<file path="config.mk">
export PLATFORM = sky130hd
export DESIGN_NAME = port1_debug_trace_pin_select
export DESIGN_NICKNAME = d
export VERILOG_FILES = /design/src/inc/pin_select_pkg.sv /design/src/logic/strap_latch.sv /design/src/logic/port_bit_cell.sv /design/src/logic/port1_debug_trace_pin_select.sv
export SDC_FILE = /design/constraint.sdc
export NUM_CORES = 1
export LEC_CHECK = 0
export ABC_CLOCK_PERIOD_IN_PS = 2120
export BUFFER_PORTS_ARGS = -buffer_cell sky130_fd_sc_hd__buf_4
export CORE_ASPECT_RATIO = 1.2
export CORE_MARGIN = 3
export CORE_UTILIZATION = 38
export CTS_CLUSTER_SIZE = 25
export DETAILED_ROUTE_END_ITERATION = 16
export GPL_TIMING_DRIVEN = 0
export HOLD_SLACK_MARGIN = 0.08
export PLACE_DENSITY = 0.77
export SLEW_MARGIN = 40
export SYNTH_ARGS = -nofsm -noshare
export SYNTH_HDL_FRONTEND = slang
export SYNTH_HIERARCHICAL = 1
export SYNTH_SLANG_ARGS = --single-unit
</file>
<file path="constraint.sdc">
create_clock -name i_clk -period 2.12 [get_ports i_clk]
set_clock_uncertainty 0.05 [all_clocks]
set_input_delay 0.106 -clock i_clk [delete_from_list [all_inputs] [get_ports i_clk]]
set_output_delay 0.106 -clock i_clk [all_outputs]
set_load 0.02 [all_outputs]
</file>
<file path="src/inc/pin_select_pkg.sv">
// Function
// - Second port is 32 bits, per-bit direction.
// - Only bits 16 to 31 are real pins.
// - Each pin follows its selected function.
// - Trace strap low in reset enables trace.
// - Debug strap low in reset enables debug.
// - Trace drives packet, sync, pipeline state, clock.
// - Bit 25 is external trigger input in trace.
// - Debug pins carry JTAG plus returned test clock.
// - Test clock below one sixth cpu clock.
// - Reset holds ports in default state.
// - After reset, fetching starts at address zero.
package pin_select_pkg;
    localparam int PORT_WIDTH = 32;
    localparam int PIN_LO = 16;
    localparam int PIN_HI = 31;
    localparam int TRACE_LO = 16;
    localparam int TRACE_HI = 25;
    localparam int DEBUG_LO = 26;
    localparam int DEBUG_HI = 31;
    localparam int TRACE_PKT_LSB = 16;
    localparam int TRACE_PKT_WIDTH = 4;
    localparam int TRACE_SYNC_BIT = 20;
    localparam int PIPE_STATE_LSB = 21;
    localparam int PIPE_STATE_WIDTH = 3;
    localparam int TRACE_CLK_BIT = 24;
    localparam int EXT_TRIG_BIT = 25;
    localparam int RETURNED_TEST_CLOCK_BIT = 26;
    localparam int TDO_BIT = 27;
    localparam int TDI_BIT = 28;
    localparam int TCK_BIT = 29;
    localparam int TMS_BIT = 30;
    localparam int TRST_BIT = 31;
    localparam int TCK_CLOCK_RATIO = 6;
    localparam logic [31:0] RESET_FETCH_ADDR = 32'h0000_0000;
    localparam logic PIN_OUT_RESET = 1'b0;
    localparam logic PIN_OE_RESET = 1'b0;
    localparam logic ENABLE_RESET = 1'b0;
    localparam logic TDI_IDLE = 1'b1;
    localparam logic TMS_IDLE = 1'b1;
    localparam logic TCK_IDLE = 1'b0;

    typedef enum logic [2:0] {
        PIN_GPIO = 3'b001,
        PIN_ALT_OUT = 3'b010,
        PIN_ALT_IN = 3'b100
    } pin_func_e;
endpackage

</file>
<file path="src/logic/strap_latch.sv">
`timescale 1ns/1ps
module strap_latch (
    // Clock and reset.
    input wire logic i_clk,
    input wire logic i_reset,
    // Strap pin levels.
    input wire logic i_trace_strap_pin,
    input wire logic i_debug_strap_pin,
    // Latched enables.
    output logic o_trace_en,
    output logic o_debug_en,
    output logic o_release
);
    import pin_select_pkg::*;

    logic trace_sample, debug_sample, in_reset;
    logic next_trace_sample, next_debug_sample, next_in_reset;
    logic next_trace_en, next_debug_en, next_release;

    always_comb begin
        next_trace_sample = trace_sample;
        next_debug_sample = debug_sample;
        next_in_reset = 1'b0;
        next_trace_en = o_trace_en;
        next_debug_en = o_debug_en;
        next_release = 1'b0;
        if (i_reset) begin
            next_trace_sample = i_trace_strap_pin;
            next_debug_sample = i_debug_strap_pin;
            next_in_reset = 1'b1;
            next_trace_en = ENABLE_RESET;
            next_debug_en = ENABLE_RESET;
        end else if (in_reset) begin
            next_trace_en = ~trace_sample;
            next_debug_en = ~debug_sample;
            next_release = 1'b1;
        end
    end

    always_ff @(posedge i_clk) begin
        trace_sample <= next_trace_sample;
        debug_sample <= next_debug_sample;
        in_reset <= next_in_reset;
        o_trace_en <= next_trace_en;
        o_debug_en <= next_debug_en;
        o_release <= next_release;
    end
endmodule // strap_latch

</file>
<file path="src/logic/port_bit_cell.sv">
`timescale 1ns/1ps
module port_bit_cell (
    // Clock and reset.
    input wire logic i_clk,
    input wire logic i_reset,
    // Function and sources.
    input wire pin_select_pkg::pin_func_e i_func,
    input wire logic i_gpio_out,
    input wire logic i_gpio_dir,
    input wire logic i_alt_out,
    // Pin.
    input wire logic i_pin_in,
    output logic o_pin_out,
    output logic o_pin_oe,
    // Sampled pin level.
    output logic o_gpio_in,
    output logic o_alt_in
);
    import pin_select_pkg::*;

    logic next_pin_out, next_pin_oe, next_gpio_in, next_alt_in;

    always_comb begin
        next_pin_out = PIN_OUT_RESET;
        next_pin_oe = PIN_OE_RESET;
        next_gpio_in = i_pin_in;
        next_alt_in = 1'b0;
        if (i_reset) begin
            next_gpio_in = 1'b0;
        end else begin
            unique case (i_func)
                PIN_GPIO: begin
                    next_pin_out = i_gpio_out;
                    next_pin_oe = i_gpio_dir;
                end
                PIN_ALT_OUT: begin
                    next_pin_out = i_alt_out;
                    next_pin_oe = 1'b1;
                end
                PIN_ALT_IN: begin
                    next_alt_in = i_pin_in;
                end
                default: begin
                    next_pin_oe = PIN_OE_RESET;
                end
            endcase
        end
    end

    always_ff @(posedge i_clk) begin
        o_pin_out <= next_pin_out;
        o_pin_oe <= next_pin_oe;
        o_gpio_in <= next_gpio_in;
        o_alt_in <= next_alt_in;
    end
endmodule // port_bit_cell

</file>
<file path="src/logic/port1_debug_trace_pin_select.sv">
`timescale 1ns/1ps
module port1_debug_trace_pin_select (
    // Clock and reset.
    input wire logic i_clk,
    input wire logic i_reset,
    // Pins of the second port, bits 16 to 31.
    input wire logic [pin_select_pkg::PIN_HI:pin_select_pkg::PIN_LO] i_pin_in,
    output logic [pin_select_pkg::PIN_HI:pin_select_pkg::PIN_LO] o_pin_out,
    output logic [pin_select_pkg::PIN_HI:pin_select_pkg::PIN_LO] o_pin_oe,
    // General-purpose port, software side.
    input wire logic [pin_select_pkg::PORT_WIDTH-1:0] i_gpio_out,
    input wire logic [pin_select_pkg::PORT_WIDTH-1:0] i_gpio_dir,
    output logic [pin_select_pkg::PORT_WIDTH-1:0] o_gpio_in,
    // Trace sources from the core.
    input wire logic [pin_select_pkg::TRACE_PKT_WIDTH-1:0] i_trace_packet,
    input wire logic i_trace_sync,
    input wire logic [pin_select_pkg::PIPE_STATE_WIDTH-1:0] i_pipe_state,
    input wire logic i_trace_out_clock,
    output logic o_external_trigger_in,
    // Debug port toward the core.
    input wire logic i_tdo,
    output logic o_tdi,
    output logic o_tck,
    output logic o_tms,
    output logic o_trst_n,
    // Mode and processor start.
    output logic o_trace_en,
    output logic o_debug_en,
    output logic o_cpu_start,
    output logic [31:0] o_fetch_addr
);
    import pin_select_pkg::*;

    logic trace_en, debug_en, release_pulse;
    logic [PIN_HI:PIN_LO] alt_out;
    logic [PIN_HI:PIN_LO] alt_in;
    logic [PIN_HI:PIN_LO] gpio_in_hi;
    pin_func_e pin_func [PIN_HI:PIN_LO];

    strap_latch u_strap (
        .i_clk(i_clk),
        .i_reset(i_reset),
        .i_trace_strap_pin(i_pin_in[TRACE_SYNC_BIT]),
        .i_debug_strap_pin(i_pin_in[RETURNED_TEST_CLOCK_BIT]),
        .o_trace_en(trace_en),
        .o_debug_en(debug_en),
        .o_release(release_pulse)
    );

    // Function of each pin from the latched enables.
    always_comb begin
        for (int b = PIN_LO; b <= PIN_HI; b++) begin
            pin_func[b] = PIN_GPIO;
            if (trace_en && b >= TRACE_LO && b <= TRACE_HI) begin
                pin_func[b] = (b == EXT_TRIG_BIT) ? PIN_ALT_IN : PIN_ALT_OUT;
            end
            if (debug_en && b >= DEBUG_LO && b <= DEBUG_HI) begin
                if (b == TDO_BIT || b == RETURNED_TEST_CLOCK_BIT) begin
                    pin_func[b] = PIN_ALT_OUT;
                end else begin
                    pin_func[b] = PIN_ALT_IN;
                end
            end
        end
    end

    // Returned test clock: the test clock as seen in the cpu clock domain.
    logic tck_return, next_tck_return;

    always_comb begin
        next_tck_return = alt_in[TCK_BIT];
        if (i_reset) begin
            next_tck_return = TCK_IDLE;
        end
    end

    always_ff @(posedge i_clk) begin
        tck_return <= next_tck_return;
    end

    // Alternate outputs of each pin.
    always_comb begin
        alt_out = '0;
        alt_out[TRACE_PKT_LSB +: TRACE_PKT_WIDTH] = i_trace_packet;
        alt_out[TRACE_SYNC_BIT] = i_trace_sync;
        alt_out[PIPE_STATE_LSB +: PIPE_STATE_WIDTH] = i_pipe_state;
        alt_out[TRACE_CLK_BIT] = i_trace_out_clock;
        alt_out[RETURNED_TEST_CLOCK_BIT] = tck_return;
        alt_out[TDO_BIT] = i_tdo;
    end

    genvar g;
    generate
        for (g = PIN_LO; g <= PIN_HI; g++) begin : g_pin
            port_bit_cell u_cell (
                .i_clk(i_clk),
                .i_reset(i_reset),
                .i_func(pin_func[g]),
                .i_gpio_out(i_gpio_out[g]),
                .i_gpio_dir(i_gpio_dir[g]),
                .i_alt_out(alt_out[g]),
                .i_pin_in(i_pin_in[g]),
                .o_pin_out(o_pin_out[g]),
                .o_pin_oe(o_pin_oe[g]),
                .o_gpio_in(gpio_in_hi[g]),
                .o_alt_in(alt_in[g])
            );
        end
    endgenerate

    // Only the upper half is real; the lower half reads as zero.
    assign o_gpio_in = {gpio_in_hi, {PIN_LO{1'b0}}};

    // Debug inputs toward the core, parked while debug is off.
    always_comb begin
        o_tdi = TDI_IDLE;
        o_tms = TMS_IDLE;
        o_tck = TCK_IDLE;
        o_trst_n = 1'b0;
        if (debug_en) begin
            o_tdi = alt_in[TDI_BIT];
            o_tms = alt_in[TMS_BIT];
            o_tck = alt_in[TCK_BIT];
            o_trst_n = alt_in[TRST_BIT];
        end
    end

    assign o_external_trigger_in = alt_in[EXT_TRIG_BIT];
    assign o_trace_en = trace_en;
    assign o_debug_en = debug_en;

    // Processor start after reset release.
    logic cpu_start, next_cpu_start;
    logic [31:0] fetch_addr, next_fetch_addr;

    always_comb begin
        next_cpu_start = release_pulse;
        next_fetch_addr = fetch_addr;
        if (i_reset) begin
            next_cpu_start = 1'b0;
            next_fetch_addr = RESET_FETCH_ADDR;
        end
    end

    always_ff @(posedge i_clk) begin
        cpu_start <= next_cpu_start;
        fetch_addr <= next_fetch_addr;
    end

    assign o_cpu_start = cpu_start;
    assign o_fetch_addr = fetch_addr;
endmodule // port1_debug_trace_pin_select

</file>
==> run summary <==
vias in the first global route = 2513
Worst R2R Path Depth = 3
met1 usage in global routing = 0.222
Final Power = 0.00277 W
syn_area_per_cell = 10.3 sq um
Via-to-Cell Ratio = 4.09
busiest grt layer = met2
Num CTS Buffers = 9
critical path arrival = 2100 ps
CP Max Fanout = 42
critical-path cell list = inv_2 > nand3b_1 > a211oi_1
clock-pin transition on the worst setup and hold timing paths = 70 ps
grt total ovfl = 0
Tot GR Track Use = 0.201
met3 Usage GRT = 0.0851
DP Area = 3870 sq um
Post-CTS Setup Bufs = 0
combinational share of power = 0.225
Worst EP required = 2310 ps
fin crit share = 0.903
fin nets = 620
worst-margin pin slew = 718 ps
initial antenna violation count = 0
MaxCap Viol Count = 0
Core Box Area = 6240 sq um
hold path start = i_reset
number of iterations in the first detailed-routing pass = 4
number of diodes = 0
Pleak = 2.23 nW
outcome = completed
CP Capture Type = flip-flop
Area Overhead vs Synth = 82.9%
CP Launch Type = flip-flop
Port Buffers = 115
Slew HR = 0.521
post-layout minimum cycle time = 1910 ps
DR WL/cell = 12.4 um
I/O Pins = 196
Switching Fraction = 0.285
Die Width = 80.5 um
hold depth = 1
Reg2Reg Launch Point = u_strap/o_trace_en
layout cell share with drive strength beyond 1 = 0.341
unrepaired setup endpoints after global routing = no
worst reg-to-reg setup slack = 210 ps
CTS tree = yes
via count = 2516
DRC viols = 0
H-tree levels = 3
Crit-path slowest cell = dfxtp_2
dpl hpwl = 4480 um
number of routed nets with antenna violations = 0
VDD IR max = 0.332 mV
clock sinks = 61
Iter 0 DRT Violations = 49
synth warn = 6
synthesized area = 2530 sq um
final wirelength = 7650 um
clk_lat worst skew = 330 ps
first-pass GRT wire length = 11600 um
Worst path max stage delay = 750 ps
met2 Resource Use GR = 0.346
Final Max Slew Viols = 0
fill cell count = 433
Final setup viols = 0
Mapped Cells = 245
Die Y = 95.4 um
Reg power frac = 0.450
Tightest Hold Check Type = in -> reg
Pwr Density = 599 nW/um^2
die area = 7680 sq um
clock share of power = 0.325
FP Rows = 31
Final Instance Area = 4630 sq um
WP buf/inv = 1
RD Place Congestion = 0.677
post-layout util = 0.741
clock root buffer master = clkbuf_8
total negative slack = 0 ps
r2r endpoint = g_pin[24].u_cell/o_pin_out
crit-path leading delay family = flip-flops
Final Hold Viols = 0
largest net degree at the start of global routing = 57
Hold Path End = u_strap/in_reset
P_int = 0.00198 W
initial core utilization = 0.405
worst setup path class = reg -> reg
f_max = 522 MHz
CTS max path bufs = 2
Net Sw Power = 0.000788 W
[power by group through the flow]
stage                     Sequential [W]  Combinational [W]  Clock, W
final                            0.00125           0.000622  0.000901
after global routing             0.00125           0.000670  0.000998
after CTS                        0.00124           0.000605  0.000930
after detailed placement         0.00127           0.000518         0
after global placement           0.00127           0.000511         0
after floorplan                  0.00132           0.000258         0
[worst max-delay path by stage]
| stage | start | endpoint | slack, ps | depth (start not counted) |
|---|---|---|---|---|
| final | u_strap/o_trace_en | g_pin[24].u_cell/o_pin_out | 210 | 3 |
| after global placement | u_strap/o_trace_en | g_pin[16].u_cell/o_pin_out | 20 | 3 |
| after CTS | u_strap/o_trace_en | g_pin[18].u_cell/o_pin_out | 210 | 3 |
| after detailed placement | u_strap/o_debug_en | g_pin[27].u_cell/o_pin_out | 20 | 3 |
| after global routing | u_strap/o_trace_en | g_pin[24].u_cell/o_pin_out | 40 | 3 |
| after floorplan | u_strap/o_debug_en | g_pin[26].u_cell/o_pin_out | 330 | 3 |
[metrics by stage]
step	instances	setup WS, ps	hold WS [ps]
2_1_floorplan	344	325	83.7
3_3_place_gp	541	19.5	244
3_5_place_dp	541	22.3	244
4_1_cts	615	214	141
5_1_grt	615	41.2	155
6_report	615	206	159
[sequential cells by signal, summed over array words and instances (netlist names)]
register	count
g_pin.u_cell/o_pin_oe	16
g_pin.u_cell/o_gpio_in	16
u_strap/o_release	1
u_strap/trace_sample	1
u_strap/debug_sample	1
u_strap/in_reset	1
u_strap/o_debug_en	1
tck_return	1
g_pin.u_cell/o_pin_out	16
u_strap/o_trace_en	1
o_cpu_start	1
g_pin.u_cell/o_alt_in	5
[cell type report]
type / instances / area, sq um / area share
Timing Repair Buffer: 173 / 1440 / 0.312
Buffer: 48 / 360 / 0.0779
Clock buffer: 10 / 138 / 0.0297
Sequential cell: 61 / 1240 / 0.269
Inverter: 2 / 7.51 / 0.00162
Tap cell: 82 / 103 / 0.0222
Clock inverter: 6 / 38.8 / 0.00838
Multi-Input combinational cell: 233 / 1290 / 0.279
[layout by cell type (no fill, tap or decap), drive strengths merged, types with 5 or more instances in the layout]
cell and count:
a211oi 34, and3 5, buf 163, clkbuf 10, conb 100, dfxtp 59
dlygate4sd3 58, nand2b 18, nand3b 48, nor2 7, nor2b 19
[layer usage]
| metal | part of all wire | up-vias |
|---|---|---|
| met4 | 0.018 | 0 |
| met1 | 0.39 | 1101 |
| met3 | 0.11 | 11 |
| met2 | 0.48 | 128 |
| met5 | 0 | - |
| li1 | - | 1276 |
[timing repair]
item	in CTS	in global routing
resized for setup	1	0
hold buffers	58	0
endpoints found under the hold margin	50	0
endpoints found under the setup margin	1	0
(Power assumes the default switching activity.)
